==> config.mk <==
export PLATFORM = sky130hd
export DESIGN_NAME = tec_top
export DESIGN_NICKNAME = d
export VERILOG_FILES = /design/src/core/tec_pkg.sv /design/src/core/tec_edge_sync.sv /design/src/core/tec_top.sv
export SDC_FILE = /design/constraint.sdc
export NUM_CORES = 1
export LEC_CHECK = 0
export BUFFER_PORTS_ARGS = -buffer_cell sky130_fd_sc_hd__buf_2
export CORE_ASPECT_RATIO = 0.6
export CORE_MARGIN = 5
export CORE_UTILIZATION = 37
export DETAILED_ROUTE_END_ITERATION = 10
export SLEW_MARGIN = 20
export SYNTH_ARGS = -nofsm -noshare
export SYNTH_HDL_FRONTEND = slang
export SYNTH_SLANG_ARGS = --single-unit
==> constraint.sdc <==
create_clock -name i_sys_clk -period 2.4 [get_ports i_sys_clk]
set_clock_uncertainty 0.05 [all_clocks]
set_input_delay 0.48 -clock i_sys_clk [delete_from_list [all_inputs] [get_ports i_sys_clk]]
set_output_delay 0.48 -clock i_sys_clk [all_outputs]
set_load 0.02 [all_outputs]
==> src/core/tec_pkg.sv <==
// Purpose: Shared constants and types for the timer/event counter block.
// Assumes: A 32-bit Avalon-MM register port with byte addresses.
// Notes: Every register holds eight bits in the low byte lane.
package tec_pkg;

   // ----------------------------------------------------------------
   // Register byte offsets
   // ----------------------------------------------------------------
   localparam logic [4:0] TEC_OFS_TIMER_CONTROL = 5'h00;
   localparam logic [4:0] TEC_OFS_CNT_A_LOW = 5'h04;
   localparam logic [4:0] TEC_OFS_CNT_A_HIGH = 5'h08;
   localparam logic [4:0] TEC_OFS_CNT_B_LOW = 5'h0C;
   localparam logic [4:0] TEC_OFS_CNT_B_HIGH = 5'h10;
   localparam logic [4:0] TEC_OFS_CONV_CONFIG = 5'h14;
   localparam logic [4:0] TEC_OFS_IRQ_FLAGS = 5'h18;

   // ----------------------------------------------------------------
   // Field positions
   // ----------------------------------------------------------------
   localparam int TEC_CTL_MODE_LSB = 5;
   localparam int TEC_CTL_RUN_BIT = 4;
   localparam int TEC_CTL_EDGE_BIT = 3;
   localparam int TEC_CFG_EXT_SEL_BIT = 7;
   localparam int TEC_CFG_BCLK_SEL_BIT = 6;
   localparam int TEC_CFG_LSO_EN_BIT = 5;
   localparam int TEC_CFG_RPATH_BIT = 2;
   localparam int TEC_CFG_CONV_BIT = 1;
   localparam int TEC_CFG_OVSRC_BIT = 0;
   localparam int TEC_FLG_TIMER_BIT = 0;
   localparam int TEC_FLG_CONV_BIT = 1;

   // ----------------------------------------------------------------
   // Synchronised input lanes
   // ----------------------------------------------------------------
   localparam int TEC_NSYNC = 4;
   localparam int TEC_IN_EXT0 = 0;
   localparam int TEC_IN_EXT1 = 1;
   localparam int TEC_IN_RTOF = 2;
   localparam int TEC_IN_LSO = 3;

   // ----------------------------------------------------------------
   // Modes, values and reset values
   // ----------------------------------------------------------------
   localparam logic [1:0] TEC_MODE_UNUSED = 2'h0;
   localparam logic [1:0] TEC_MODE_EVENT = 2'h1;
   localparam logic [1:0] TEC_MODE_TIMER = 2'h2;
   localparam logic [1:0] TEC_MODE_PULSE = 2'h3;
   localparam logic [15:0] TEC_CNT_MAX = 16'hFFFF;
   localparam logic [15:0] TEC_CNT_RST = 16'h0000;
   localparam logic [7:0] TEC_BYTE_RST = 8'h00;
   localparam logic TEC_EDGE_RST = 1'b1;

   typedef struct packed {
      logic [1:0] mode;
      logic run;
      logic edge_sel;
   } tec_ctrl_t;

   typedef struct packed {
      logic ext_sel;
      logic bclk_sel;
      logic lso_en;
      logic rpath_sel;
      logic conv_mode;
      logic ovsrc_b;
   } tec_cfg_t;

   typedef enum logic [1:0] {
      TEC_PW_IDLE = 2'b00,
      TEC_PW_WAIT = 2'b01,
      TEC_PW_MEAS = 2'b11
   } tec_pw_state_t;

endpackage

==> src/core/tec_edge_sync.sv <==
// Purpose: Two-stage synchroniser with edge detection for pin inputs.
// Assumes: Inputs are asynchronous to i_sys_clk.
// Notes: Edges are found on the second stage only.
`timescale 1ns/1ps
`default_nettype none
module tec_edge_sync
   import tec_pkg::*;
(
   input wire logic i_sys_clk,
   input wire logic i_nrst,
   input wire logic [TEC_NSYNC-1:0] i_pins,
   output logic [TEC_NSYNC-1:0] o_level,
   output logic [TEC_NSYNC-1:0] o_rise,
   output logic [TEC_NSYNC-1:0] o_fall
);
   logic [TEC_NSYNC-1:0] meta;
   logic [TEC_NSYNC-1:0] sync;
   logic [TEC_NSYNC-1:0] prev;

   genvar g;
   generate
      for (g = 0; g < TEC_NSYNC; g = g + 1) begin : g_lane
         always_ff @(posedge i_sys_clk) begin
            if (!i_nrst) begin
               meta[g] <= 1'b0;
               sync[g] <= 1'b0;
               prev[g] <= 1'b0;
            end else begin
               meta[g] <= i_pins[g];
               sync[g] <= meta[g];
               prev[g] <= sync[g];
            end
         end
         assign o_level[g] = sync[g];
         assign o_rise[g] = sync[g] & ~prev[g];
         assign o_fall[g] = ~sync[g] & prev[g];
      end
   endgenerate
endmodule
`default_nettype wire

==> src/core/tec_top.sv <==
// Purpose: 16-bit timer/event counter with R-to-F converter mode.
// Assumes: Avalon-MM slave, one wait state per access, 10 MHz clock.
// Notes: Registers are eight bits wide in the low byte lane.
//
// How it works
// - Mode field 01 counts pin events, 10 counts clock, 11 measures pulses.
// - Control bit 4 is the run bit; 0 stops, 1 counts.
// - Event mode counts rising edges with edge select 0, falling with 1.
// - Pulse mode: select 0 runs falling to rising, 1 rising to falling.
// - Normal mode: A pair is the live count, B pair the reload.
// - Reload low write fills buffer; high write loads all sixteen bits.
// - Counter high read latches low byte; low read returns the buffer.
// - Reload write while stopped also loads the counter.
// - Counting is held off while the counter high byte is read.
// - Counter wraps past FFFF by reloading and raising the timer flag.
// - Pulse mode counts one pulse, clears run, keeps the result.
// - Pulse mode overflow reloads and flags like the other modes.
// - Hardware clears run at the end of a pulse measurement and on the chosen converter overflow.
// - Converter mode turns the pairs into two separate counters A and B.
// - Counter B counts the R-to-F output or low-speed oscillator.
// - Overflow source bit picks which counter sets the converter flag.
// - Run starts both; chosen overflow flags, stops both, clears run.
// - Converter low writes buffer; high write loads; high read latches.
// - Converter counters never reload; B keeps its value at the end.
// - Resistor path bit picks reference (0) or sensor (1) network.
`timescale 1ns/1ps
`default_nettype none
module tec_top
   import tec_pkg::*;
(
   input wire logic i_sys_clk,
   input wire logic i_nrst,
   input wire logic [4:0] i_avs_address,
   input wire logic i_avs_read,
   input wire logic i_avs_write,
   input wire logic [3:0] i_avs_byteenable,
   input wire logic [31:0] i_avs_writedata,
   output logic [31:0] o_avs_readdata,
   output logic o_avs_waitrequest,
   input wire logic i_ext_count_input_0,
   input wire logic i_ext_count_input_1,
   input wire logic i_rtof_osc,
   input wire logic i_low_speed_internal_osc,
   output logic o_resistor_path_select,
   output logic o_low_speed_osc_enable,
   output logic o_timer_irq_flag,
   output logic o_converter_irq_flag
);

   // ----------------------------------------------------------------
   // Declarations
   // ----------------------------------------------------------------
   tec_ctrl_t ctrl;
   tec_cfg_t cfg;
   tec_pw_state_t pw_state;
   tec_pw_state_t next_pw_state;
   logic [15:0] cnt_a;
   logic [15:0] cnt_b;
   logic [7:0] lo_buf;
   logic flag_timer;
   logic flag_conv;
   logic done;
   logic req;
   logic acc_wr;
   logic acc_rd;
   logic [7:0] wbyte;
   logic [TEC_NSYNC-1:0] pin_level;
   logic [TEC_NSYNC-1:0] pin_rise;
   logic [TEC_NSYNC-1:0] pin_fall;
   logic ext_rise;
   logic ext_fall;
   logic hold_a;
   logic hold_b;
   logic tick_a;
   logic tick_b;
   logic ovf_a;
   logic ovf_b;
   logic conv_stop;
   logic pw_end;
   logic wr_ctrl;
   logic [31:0] next_readdata;

   // ----------------------------------------------------------------
   // Pin synchronisers
   // ----------------------------------------------------------------
   tec_edge_sync u_sync (
      .i_sys_clk(i_sys_clk),
      .i_nrst(i_nrst),
      .i_pins({i_low_speed_internal_osc, i_rtof_osc,
               i_ext_count_input_1, i_ext_count_input_0}),
      .o_level(pin_level),
      .o_rise(pin_rise),
      .o_fall(pin_fall)
   );

   assign ext_rise = cfg.ext_sel ? pin_rise[TEC_IN_EXT1] :
                                   pin_rise[TEC_IN_EXT0];
   assign ext_fall = cfg.ext_sel ? pin_fall[TEC_IN_EXT1] :
                                   pin_fall[TEC_IN_EXT0];

   // ----------------------------------------------------------------
   // Avalon-MM slave handshake
   // ----------------------------------------------------------------
   assign req = i_avs_read | i_avs_write;
   assign o_avs_waitrequest = req & ~done;
   assign acc_wr = i_avs_write & done & i_avs_byteenable[0];
   assign acc_rd = i_avs_read & done;
   assign wbyte = i_avs_writedata[7:0];
   assign wr_ctrl = acc_wr && (i_avs_address == TEC_OFS_TIMER_CONTROL);

   always_ff @(posedge i_sys_clk) begin
      if (!i_nrst) begin
         done <= 1'b0;
      end else begin
         done <= req & ~done;
      end
   end

   always_comb begin
      next_readdata = 32'h0000_0000;
      case (i_avs_address)
         TEC_OFS_TIMER_CONTROL: begin
            next_readdata[TEC_CTL_MODE_LSB+1:TEC_CTL_MODE_LSB] = ctrl.mode;
            next_readdata[TEC_CTL_RUN_BIT] = ctrl.run;
            next_readdata[TEC_CTL_EDGE_BIT] = ctrl.edge_sel;
         end
         TEC_OFS_CNT_A_LOW: next_readdata[7:0] = lo_buf;
         TEC_OFS_CNT_A_HIGH: next_readdata[7:0] = cnt_a[15:8];
         TEC_OFS_CNT_B_LOW: next_readdata[7:0] = lo_buf;
         TEC_OFS_CNT_B_HIGH: next_readdata[7:0] = cnt_b[15:8];
         TEC_OFS_CONV_CONFIG: begin
            next_readdata[TEC_CFG_EXT_SEL_BIT] = cfg.ext_sel;
            next_readdata[TEC_CFG_BCLK_SEL_BIT] = cfg.bclk_sel;
            next_readdata[TEC_CFG_LSO_EN_BIT] = cfg.lso_en;
            next_readdata[TEC_CFG_RPATH_BIT] = cfg.rpath_sel;
            next_readdata[TEC_CFG_CONV_BIT] = cfg.conv_mode;
            next_readdata[TEC_CFG_OVSRC_BIT] = cfg.ovsrc_b;
         end
         TEC_OFS_IRQ_FLAGS: begin
            next_readdata[TEC_FLG_TIMER_BIT] = flag_timer;
            next_readdata[TEC_FLG_CONV_BIT] = flag_conv;
         end
         default: next_readdata = 32'h0000_0000;
      endcase
   end

   always_ff @(posedge i_sys_clk) begin
      if (!i_nrst) begin
         o_avs_readdata <= 32'h0000_0000;
      end else if (i_avs_read && !done) begin
         o_avs_readdata <= next_readdata;
      end
   end

   // ----------------------------------------------------------------
   // Configuration register
   // ----------------------------------------------------------------
   always_ff @(posedge i_sys_clk) begin
      if (!i_nrst) begin
         cfg <= '0;
      end else if (acc_wr && i_avs_address == TEC_OFS_CONV_CONFIG) begin
         cfg.ext_sel <= wbyte[TEC_CFG_EXT_SEL_BIT];
         cfg.bclk_sel <= wbyte[TEC_CFG_BCLK_SEL_BIT];
         cfg.lso_en <= wbyte[TEC_CFG_LSO_EN_BIT];
         cfg.rpath_sel <= wbyte[TEC_CFG_RPATH_BIT];
         cfg.conv_mode <= wbyte[TEC_CFG_CONV_BIT];
         cfg.ovsrc_b <= wbyte[TEC_CFG_OVSRC_BIT];
      end
   end

   assign o_resistor_path_select = cfg.rpath_sel;
   assign o_low_speed_osc_enable = cfg.lso_en;

   // ----------------------------------------------------------------
   // Count qualification
   // ----------------------------------------------------------------
   // Holds both pending and accepted cycles of a high byte read.
   assign hold_a = i_avs_read &&
                   (i_avs_address == TEC_OFS_CNT_A_HIGH);
   assign hold_b = i_avs_read && cfg.conv_mode &&
                   (i_avs_address == TEC_OFS_CNT_B_HIGH);

   always_comb begin
      tick_a = 1'b0;
      if (ctrl.run && !hold_a) begin
         case (ctrl.mode)
            TEC_MODE_EVENT: tick_a = ctrl.edge_sel ? ext_fall :
                                                    ext_rise;
            TEC_MODE_TIMER: tick_a = 1'b1;
            TEC_MODE_PULSE: tick_a = (pw_state == TEC_PW_MEAS) &&
                                     !pw_end;
            default: tick_a = 1'b0;
         endcase
      end
   end

   assign tick_b = cfg.conv_mode && ctrl.run && !hold_b &&
                   (cfg.bclk_sel ? pin_rise[TEC_IN_RTOF] :
                                   pin_rise[TEC_IN_LSO]);
   assign ovf_a = tick_a && (cnt_a == TEC_CNT_MAX);
   assign ovf_b = tick_b && (cnt_b == TEC_CNT_MAX);
   assign conv_stop = cfg.conv_mode &&
                      (cfg.ovsrc_b ? ovf_b : ovf_a);

   // ----------------------------------------------------------------
   // Pulse width measurement sequencer
   // ----------------------------------------------------------------
   assign pw_end = (pw_state == TEC_PW_MEAS) &&
                   (ctrl.edge_sel ? ext_fall : ext_rise);

   always_comb begin
      next_pw_state = pw_state;
      case (pw_state)
         TEC_PW_IDLE: begin
            if (ctrl.run && ctrl.mode == TEC_MODE_PULSE && !cfg.conv_mode)
               next_pw_state = TEC_PW_WAIT;
         end
         TEC_PW_WAIT: begin
            if (!ctrl.run || ctrl.mode != TEC_MODE_PULSE)
               next_pw_state = TEC_PW_IDLE;
            else if (ctrl.edge_sel ? ext_rise : ext_fall)
               next_pw_state = TEC_PW_MEAS;
         end
         TEC_PW_MEAS: begin
            if (!ctrl.run || ctrl.mode != TEC_MODE_PULSE || pw_end)
               next_pw_state = TEC_PW_IDLE;
         end
         default: next_pw_state = TEC_PW_IDLE;
      endcase
   end

   always_ff @(posedge i_sys_clk) begin
      if (!i_nrst) begin
         pw_state <= TEC_PW_IDLE;
      end else begin
         pw_state <= next_pw_state;
      end
   end

   // ----------------------------------------------------------------
   // Control register and run bit
   // ----------------------------------------------------------------
   always_ff @(posedge i_sys_clk) begin
      if (!i_nrst) begin
         ctrl.mode <= TEC_MODE_UNUSED;
         ctrl.edge_sel <= TEC_EDGE_RST;
      end else if (wr_ctrl) begin
         ctrl.mode <= wbyte[TEC_CTL_MODE_LSB+1:TEC_CTL_MODE_LSB];
         ctrl.edge_sel <= wbyte[TEC_CTL_EDGE_BIT];
      end
   end

   // A software write wins over a hardware clear in the same cycle.
   always_ff @(posedge i_sys_clk) begin
      if (!i_nrst) begin
         ctrl.run <= 1'b0;
      end else if (wr_ctrl) begin
         ctrl.run <= wbyte[TEC_CTL_RUN_BIT];
      end else if (pw_end && !cfg.conv_mode) begin
         ctrl.run <= 1'b0;
      end else if (conv_stop) begin
         ctrl.run <= 1'b0;
      end
   end

   // ----------------------------------------------------------------
   // Low byte buffer
   // ----------------------------------------------------------------
   always_ff @(posedge i_sys_clk) begin
      if (!i_nrst) begin
         lo_buf <= TEC_BYTE_RST;
      end else if (acc_wr && (i_avs_address == TEC_OFS_CNT_A_LOW ||
                              i_avs_address == TEC_OFS_CNT_B_LOW)) begin
         lo_buf <= wbyte;
      end else if (acc_rd && i_avs_address == TEC_OFS_CNT_A_HIGH) begin
         lo_buf <= cnt_a[7:0];
      end else if (acc_rd && i_avs_address == TEC_OFS_CNT_B_HIGH) begin
         lo_buf <= cnt_b[7:0];
      end
   end

   // ----------------------------------------------------------------
   // Counter A
   // ----------------------------------------------------------------
   always_ff @(posedge i_sys_clk) begin
      if (!i_nrst) begin
         cnt_a <= TEC_CNT_RST;
      end else if (acc_wr && i_avs_address == TEC_OFS_CNT_A_HIGH) begin
         cnt_a <= {wbyte, lo_buf};
      end else if (acc_wr && i_avs_address == TEC_OFS_CNT_B_HIGH &&
                   !cfg.conv_mode && !ctrl.run) begin
         cnt_a <= {wbyte, lo_buf};
      end else if (ovf_a && !cfg.conv_mode) begin
         cnt_a <= cnt_b;
      end else if (tick_a) begin
         cnt_a <= cnt_a + 16'h0001;
      end
   end

   // ----------------------------------------------------------------
   // Counter B, also the reload value outside converter mode
   // ----------------------------------------------------------------
   always_ff @(posedge i_sys_clk) begin
      if (!i_nrst) begin
         cnt_b <= TEC_CNT_RST;
      end else if (acc_wr && i_avs_address == TEC_OFS_CNT_B_HIGH) begin
         cnt_b <= {wbyte, lo_buf};
      end else if (tick_b) begin
         cnt_b <= cnt_b + 16'h0001;
      end
   end

   // ----------------------------------------------------------------
   // Request flags
   // ----------------------------------------------------------------
   // Flags clear on writing one; a same-cycle set wins.
   always_ff @(posedge i_sys_clk) begin
      if (!i_nrst) begin
         flag_timer <= 1'b0;
      end else if (ovf_a && !cfg.conv_mode) begin
         flag_timer <= 1'b1;
      end else if (acc_wr && i_avs_address == TEC_OFS_IRQ_FLAGS &&
                   wbyte[TEC_FLG_TIMER_BIT]) begin
         flag_timer <= 1'b0;
      end
   end

   always_ff @(posedge i_sys_clk) begin
      if (!i_nrst) begin
         flag_conv <= 1'b0;
      end else if (conv_stop) begin
         flag_conv <= 1'b1;
      end else if (acc_wr && i_avs_address == TEC_OFS_IRQ_FLAGS &&
                   wbyte[TEC_FLG_CONV_BIT]) begin
         flag_conv <= 1'b0;
      end
   end

   assign o_timer_irq_flag = flag_timer;
   assign o_converter_irq_flag = flag_conv;

endmodule
`default_nettype wire

=== Word-level counts from Yosys, hierarchy flattened ===
Index checks and enable logic that the tools add are counted.

* Register bits after elaboration: 75
* Input bits: 49
* Output and inout port bits: 37
* Logic and storage cells: 148

* Add/subtract/negate cells: 2
* Equal/unequal tests: 17
* Mux-type cells: 34
* Bitwise gates (word level): 18
* Reduce and logical (&&, ||, !) cells: 48

{| class="wikitable"
|+ Operators by type and width
! cell !! count
|-
| 16-bit two-way mux || 6
|-
| 16-bit by 1-bit adder with 16-bit output (second input constant) || 2
|-
| 16-bit equality test (second input constant) || 2
|-
| 1-bit logical AND || 29
|-
| 8-bit two-way mux || 3
|-
| 2-bit one-hot mux with 5 select lines || 2
|-
| 5-bit equality test (second input constant) || 3
|-
| 1-bit two-way mux || 14
|-
| 1-bit bitwise AND || 10
|-
| 5-bit by 4-bit equality test with 1-bit output (second input constant) || 2
|-
| 2-bit two-way mux || 4
|-
| 1-bit one-hot mux with 4 select lines || 2
|-
| 2-bit one-hot mux with 4 select lines || 1
|-
| 1-bit NOT || 7
|-
| 2-bit equality test (second input constant) || 3
|-
| 1-bit logical NOT || 6
|-
| 2-bit one-hot mux with 3 select lines || 1
|-
| 2-bit nonzero test || 3
|-
| 3-bit nonzero test || 2
|-
| 5-bit by 3-bit equality test with 1-bit output (second input constant) || 1
|-
| 5-bit logical NOT || 1
|-
| 2-bit by 1-bit equality test with 1-bit output (second input constant) || 2
|-
| 2-bit != test (second input constant) || 2
|-
| 4-bit nonzero test || 1
|-
| 8 further kinds || 10
|}

=== Longest topological paths before layout ===
Gate-level depths: netlist of run 1.

* Depth in word-level cells: 15
* Depth in mapped cells: 9
* Depth with buffers taken out: 7

=== By module ===
From an unflattened synthesis of run 1, not the netlist that was laid out.

* Cell total of the unflattened synthesis: 563
* Area total of the unflattened synthesis: 4,475.5 µm²

{| class="wikitable"
|+ By module, submodules not included
! module !! instances !! cells an instance !! area an instance (µm²) !! seq. area each (µm²)
|-
| tec_top || 1 || 530 || 4,088.9 || 1,261.2
|-
| tec_edge_sync || 1 || 33 || 386.6 || 240.2
|}

=== Worst setup path before layout of run 1 ===
No wires, ideal clock.

* Kind: reg2reg
* Start point: reg cnt_a[1]
* End point: reg cnt_a[7]
* Setup time: 0.112 ns
* Data arrival time: 2.037 ns
* Required time: 2.238 ns
* Setup slack: 0.201 ns
* Stages on the path, launching flop included: 9
* Buffers on the path: 1
* Period minus slack after synthesis: 2.199 ns
* Cell sequence: dfxtp_1 ha_1 nand2_1 nor3_4 or3b_1 clkbuf_1 mux2_1 mux2i_1 a2111oi_1

* Word-level cells in the longest chain between the ends: 6
* Elaborated cells between the ends (all ways): 9
* Those cells by class: add/sub (1); eq/ne (1); mux (4); reduce/logical (3)

{| class="wikitable"
|+ RTL lines
! item !! RTL line !! source
|-
| start, declared || tec_top.sv:57 || <nowiki>logic [15:0] cnt_a;</nowiki>
|-
| start signal, assigned || tec_top.sv:289 || <nowiki>cnt_a <= {wbyte, lo_buf};</nowiki>
|-
| start signal, assigned || tec_top.sv:292 || <nowiki>cnt_a <= {wbyte, lo_buf};</nowiki>
|-
| start signal, assigned || tec_top.sv:294 || <nowiki>cnt_a <= cnt_b;</nowiki>
|-
| parallel branches: the longest is 6 deep, another holds 16-bit by 1-bit adder with 16-bit output || -- ||
|}

Parallel ways; which one is timed is not known. The select of a mux whose other input is x is not followed.
A chain may end at the register's enable or synchronous reset.

=== Worst setup path after layout of run 1 ===
* Start point: reg ctrl[0] (netlist bit)
* End point: reg cnt_a[7]

* Word-level cells in the longest chain between the ends: 11
* Elaborated cells between the ends (all ways): 12
* Those cells by class: mux (6); reduce/logical (6)

{| class="wikitable"
|+ RTL lines
! item !! RTL line !! source
|-
| start, declared || tec_top.sv:53 || <nowiki>tec_ctrl_t ctrl;</nowiki>
|-
| 1-bit two-way mux (*) || tec_top.sv:187, tec_top.sv:209 ||
|-
| 1-bit logical AND || tec_top.sv:208 || <nowiki>assign pw_end = (pw_state == TEC_PW_MEAS) &&</nowiki>
|-
| 1-bit logical NOT || tec_top.sv:191 || <nowiki>!pw_end;</nowiki>
|-
| 1-bit logical AND || tec_top.sv:190 || <nowiki>TEC_MODE_PULSE: tick_a = (pw_state == TEC_PW_MEAS) &&</nowiki>
|-
| 1-bit one-hot mux with 3 select lines (*) || tec_top.sv:186 || <nowiki>case (ctrl.mode)</nowiki>
|-
| 1-bit two-way mux (*) || tec_top.sv:185 || <nowiki>if (ctrl.run && !hold_a) begin</nowiki>
|-
| 1-bit logical AND || tec_top.sv:200 || <nowiki>assign ovf_a = tick_a && (cnt_a == TEC_CNT_MAX);</nowiki>
|-
| 1-bit logical AND || tec_top.sv:293 || <nowiki>end else if (ovf_a && !cfg.conv_mode) begin</nowiki>
|-
| 16-bit two-way mux || tec_top.sv:293 ||
|-
| 16-bit two-way mux || tec_top.sv:290 || <nowiki>end else if (acc_wr && i_avs_address == TEC_OFS_CNT_B_HIGH &&</nowiki>
|-
| 16-bit two-way mux || tec_top.sv:288 || <nowiki>end else if (acc_wr && i_avs_address == TEC_OFS_CNT_A_HIGH) begin</nowiki>
|}

Mark *: on every way between the ends. The rest lies on a longest branch, timed or not.

==> flow_metrics.tcl, run 1 <==
set metrics [dict create \
    maxCapViolations 0 \
    yosysWarnings 0 \
    routed_wl_um 15020 \
    post-cts-setup-buffers 0 \
    clk_pin_slew_worst_paths_ps 60 \
    wl_met1_um 7002 \
    routed-wl-met3_um 2159 \
    cp.arrival_ps 2450 \
    synthArstFlopShare 0 \
    wl_met2_um 5573 \
    grt_pass1_wl_um 23140 \
    gp_congestion 0.9662 \
    vias 4303 \
    finalNetCount 636 \
    period_minus_slack_ps 2270 \
    fillers 1104 \
    synth_common_cells "75 x dfxtp_1, 56 x nand2_1, 39 x a21oi_1" \
    core.rowCount 30 \
    tns_ps 0 \
    relSlewSlack 0.5646 \
    crit_type "reg2reg" \
    drive_gt1_frac 0.2169 \
    vias_per_cell 5.862 \
    grt_pass1_vias 3940 \
    hpwl_um 11490 \
    clkSinkCount 75 \
    antenna_left 0 \
    grt_max_degree 27 \
    synthCells 517 \
    power_density_nw_per_um2 563.1 \
    top_layer "met5" \
    synth_top_area_share 0.3549 \
    dieArea_sq_um 13740 \
    die_x_um 148.0 \
    hp-class "in2reg" \
    diodes 0 \
    cts_resized 0 \
    overflow 0 \
    worst_slew_pin_slew_ps 652.3 \
    drt_first_pass_iters 8 \
    drc 0 \
    root_buffer "clkbuf_16" \
    synth_area_leaders "dfxtp_1 35%, nand2_1 5.0%, a21oi_1 4.6%, buf_4 4.3%, nand3_1 4.1%" \
    setup-violations-final 0 \
    synth_edf_count 0 \
    critPathRequiredTime_ps 2580 \
    seq_area_frac_synth 0.3549 \
    critPathMaxFanout 12 \
    yosysMostFrequentCell "dfxtp_1" \
    max_freq_ghz 0.4405 \
    core_sq_um 11220 \
    status "finished clean" \
    portBuffers 34 \
    grt_antenna_before_repair 0 \
    initialDrtViolationCount 524 \
    stdcell_count 734 \
    hold_buffers 0 \
    clk_latency_ps 340 \
    avgSynthCellArea_sq_um 8.182 \
    irDropWorstVdd_mv 0.3852 \
    grt_use_total 0.2215 \
    clockBufferDepth 2 \
    yosysTopAreaCell "dfxtp_1" \
    die_h_um 92.83 \
    cts_tree "built" \
    htreeDepth 3 \
    initial_core_util 0.3769 \
    areaGrowthSynthToFinish_pct 19.94 \
    ioPinCount 86 \
    hold_viol_final 0 \
    synth_seq_cells 75 \
    maxSlewViolCount 0 \
    cp-end-kind "flop" \
    period_share 0.9460 \
    power_leakage_nw 1.873 \
    syn_area_sq_um 4230 \
    synth_cell_types 71 \
    rsz0062_at_grt "false" \
    wire_per_inst_um 20.47 \
    cts_buffers 9 \
    placed_cells_incl_taps 718 \
    cp-start-kind "flop" \
    synthFlopType "dfxtp_1" \
]
==> critical path, cell delays in order, from the launching register on <==
cell	delay, ps
dfxtp_1	430
mux4_2	560
and2_4	200
mux2_4	390
mux2i_1	140
a2111oi_1	380
==> state kept, by name, summed over array words and instances (netlist names) <==
name	flops
u_sync.prev	4
ctrl	4
o_timer_irq_flag	1
o_low_speed_osc_enable	1
pw_state	2
u_sync.o_level	4
cfg	4
lo_buf	8
cnt_a	16
done	1
cnt_b	16
u_sync.meta	4
o_avs_readdata	8
o_resistor_path_select	1
o_converter_irq_flag	1
==> report_power, final <==
part	internal (mW)	total [mW]	leakage [nW]	switching [mW]
Sequential	1.27	1.28	0.608	0.0138
Combinational	0.0669	0.220	1.13	0.153
Clock	0.805	1.35	0.135	0.550
==> layout make-up <==
class | instances | area [sq um] | share of cell area
inverters | 6 | 22.52 | 0.004439
well taps | 144 | 180.2 | 0.03551
repair buffers | 88 | 588.1 | 0.1159
multi-input cells | 405 | 2486 | 0.4900
clock inverters | 6 | 66.31 | 0.01307
flip-flops and latches | 75 | 1501 | 0.2959
clock buffers | 10 | 229.0 | 0.04513
==> worst paths after layout <==
path                        from  cells after the start  slack, ps           endpoint
max reg2reg              ctrl[0]                      5        130           cnt_a[7]
min reg2reg       u_sync.meta[2]                      1        380  u_sync.o_level[2]
max                      ctrl[0]                      5        130           cnt_a[7]
min          i_ext_count_input_1                      2        290     u_sync.meta[1]
==> stage by stage <==
| step | utilization | worst slack (ps) | hold WS, ps | power, mW | instance area, sq um |
|---|---|---|---|---|---|
| finish | 0.4521 | 129.7 | 290.6 | 2.857 | 5074 |
| global route | 0.4521 | 19.97 | 292.5 | 2.945 | 5074 |
| CTS | 0.4521 | 135.3 | 289.5 | 2.868 | 5074 |
| detailed placement | 0.4258 | 30.89 | 371.0 | 1.522 | 4778 |
| global placement | 0.4258 | 78.38 | 364.2 | 1.519 | 4778 |
| floorplan | - | 200.9 | 361.9 | 1.458 | 4317 |
==> cells in the final DEF (no fill, tap or decap), types with 13 or more instances in the layout <==
cell type   n
buf_4      53
a22oi_1    20
a21oi_1    39
nand2_1    56
xnor2_1    13
nand3_1    35
a31oi_1    15
dfxtp_1    75
buf_2      34
o21ai_0    25
conb_1     24
nor2_1     28
and2_1     17
==> cell families after synthesis <==
family                   count (synthesis)  share of synthesized area
AND/OR/NAND/NOR                        190                     0.2313
AO/OA/AOI/OAI                          151                     0.2346
flip-flops                              75                     0.3549
buffers and inverters                   60                    0.07779
multiplexers                            20                    0.05738
XOR/XNOR                                18                    0.03727
adder cells (fa/ha/maj)                  2                   0.005914
other                                    1                  0.0008865
==> routing by layer <==
layer  up-vias  GRT usage
met2       239     0.2744
li1       1993          -
met4         2    0.04689
met1      2042     0.3336
met3        27     0.1037
met5         -    0.03846
No activity file was read; power rests on OpenSTA's default activity.
==> run 2: changes to the inputs <==
--- a/config.mk
+++ b/config.mk
@@ -10,6 +10,7 @@
 export CORE_MARGIN = 5
 export CORE_UTILIZATION = 37
 export DETAILED_ROUTE_END_ITERATION = 10
+export MAX_ROUTING_LAYER = met4
 export SLEW_MARGIN = 20
 export SYNTH_ARGS = -nofsm -noshare
 export SYNTH_HDL_FRONTEND = slang
==> run 2 against run 1 <==
  * Sequential share of layout area hardly changed
  * Combinational power shrank 3%
  * First-iteration DRC count increased by 6.3%
  * Largest power group unchanged
==> flow_metrics.tcl, run 2 (synthesis results as in run 1) <==
set metrics [dict create \
    status "finished clean" \
    ioPinCount 86 \
    die_x_um 148.0 \
    power_density_nw_per_um2 568.0 \
    setup-violations-final 0 \
    die_h_um 92.83 \
    maxCapViolations 0 \
    vias 4307 \
    htreeDepth 3 \
    root_buffer "clkbuf_16" \
    grt_use_total 0.2320 \
    layout_common_cells "74 x dfxtp_1, 56 x nand2_1, 53 x buf_4, 39 x a21oi_1, 35 x nand3_1" \
    portBuffers 34 \
    drt_first_pass_iters 7 \
    clkSinkCount 75 \
    stdcell_count 734 \
    final.setup.worst_slack_ps 59.44 \
    fillers 1126 \
    grt_pass1_wl_um 23580 \
    clockBufferDepth 2 \
    cts_resized 0 \
    drc 0 \
    irDropWorstVdd_mv 0.3288 \
    areaGrowthSynthToFinish_pct 20.17 \
    grt_antenna_before_repair 0 \
    routed_wl_um 15140 \
    maxSlewViolCount 0 \
    cp-end-kind "flop" \
    multi_input_area_sq_um 2489 \
    crit_type "reg2reg" \
    critPathRequiredTime_ps 2570 \
    cp-start-kind "flop" \
    grt_pass1_vias 3969 \
    overflow 0 \
    clk_latency_ps 350 \
    mostFrequentLayoutCell "dfxtp_1" \
    cts_tree "built" \
    cts_buffers 9 \
    post-cts-setup-buffers 0 \
    hpwl_um 11600 \
    power_mw 2.888 \
    grt_max_degree 23 \
    core.rowCount 30 \
    regArea_sq_um 1503 \
    clk_pin_slew_worst_paths_ps 60 \
    max_freq_ghz 0.4272 \
    core_sq_um 11220 \
    largest_registers "cnt_a: 16 flops, cnt_b: 16 flops" \
    drive_gt1_frac 0.2220 \
    finalNetCount 636 \
    gp_congestion 0.9840 \
    wire_per_inst_um 20.63 \
    hold_buffers 0 \
    vias_per_cell 5.868 \
    period_minus_slack_ps 2341 \
    cp.arrival_ps 2510 \
    critPathMaxFanout 16 \
    placed_cells_incl_taps 718 \
    pre_cts_slack_ps -45.51 \
    hold_viol_final 0 \
    period_share 0.9752 \
    diodes 0 \
    power_leakage_nw 1.882 \
    dieArea_sq_um 13740 \
    hp-class "in2reg" \
    initialDrtViolationCount 557 \
    initial_core_util 0.3769 \
    antenna_left 0 \
    rsz0062_at_grt "false" \
]
-- run 2: changes by cell type in the layout (fill, tap and decap cells not counted) --
cell        before  now
dfxtp_2          0    1
clkbuf_1         1    0
or3b_4           0    1
dfxtp_1         75   74
clkinvlp_4       3    2
or3b_1           1    0
inv_6            0    2
-- run 2: layout make-up --
type	instances	share of cell area
Clock buffer	9	0.04430
Clock inverter	7	0.01501
Inverter	6	0.004430
Multi-Input combinational cell	405	0.4895
Sequential cell	75	0.2956
Tap cell	144	0.03544
Timing Repair Buffer	88	0.1157
-- run 2: critical path, cell delays in order, from the launching register on --
cell and delay, ps:
dfxtp_1 320, nor2b_1 140, mux4_2 500, and2_4 200
mux2_4 400, mux2i_1 160, a2111oi_1 440
-- run 2: where the power goes --
| group | total, mW | internal [mW] | switching, mW |
|---|---|---|---|
| sequential | 1.28 | 1.27 | 0.0160 |
| clock | 1.39 | 0.812 | 0.577 |
| combinational | 0.214 | 0.0646 | 0.149 |
-- run 2: worst paths after layout --
path / to / start / slack (ps) / cells after the start
worst max-delay path: cnt_a[7] / u_sync.o_level[1] / 60 / 6
worst min-delay path: u_sync.meta[3] / i_low_speed_internal_osc / 290 / 2
worst max register to register: cnt_a[7] / u_sync.o_level[1] / 60 / 6
worst min register to register: u_sync.o_level[0] / u_sync.meta[0] / 380 / 1
-- run 2: per-layer routing --
| metal | up-vias | track usage | share of wire |
|---|---|---|---|
| li1 | 1998 | - | - |
| met1 | 2048 | 0.3464 | 0.48 |
| met2 | 239 | 0.2801 | 0.37 |
| met3 | 22 | 0.09878 | 0.14 |
| met4 | 0 | 0.04919 | 0.011 |
| met5 | - | - | 0 |
-- run 2: per-stage QoR --
step	instance area [sq um]	utilization	setup TNS, ps	hold slack [ps]
after floorplan	4317	-	0	361.9
after global placement	4778	0.4258	0	364.8
after detailed placement	4778	0.4258	-45.51	369.1
after CTS	5080	0.4526	0	280.8
after global routing	5084	0.4530	0	280.7
final	5084	0.4530	0	287.0
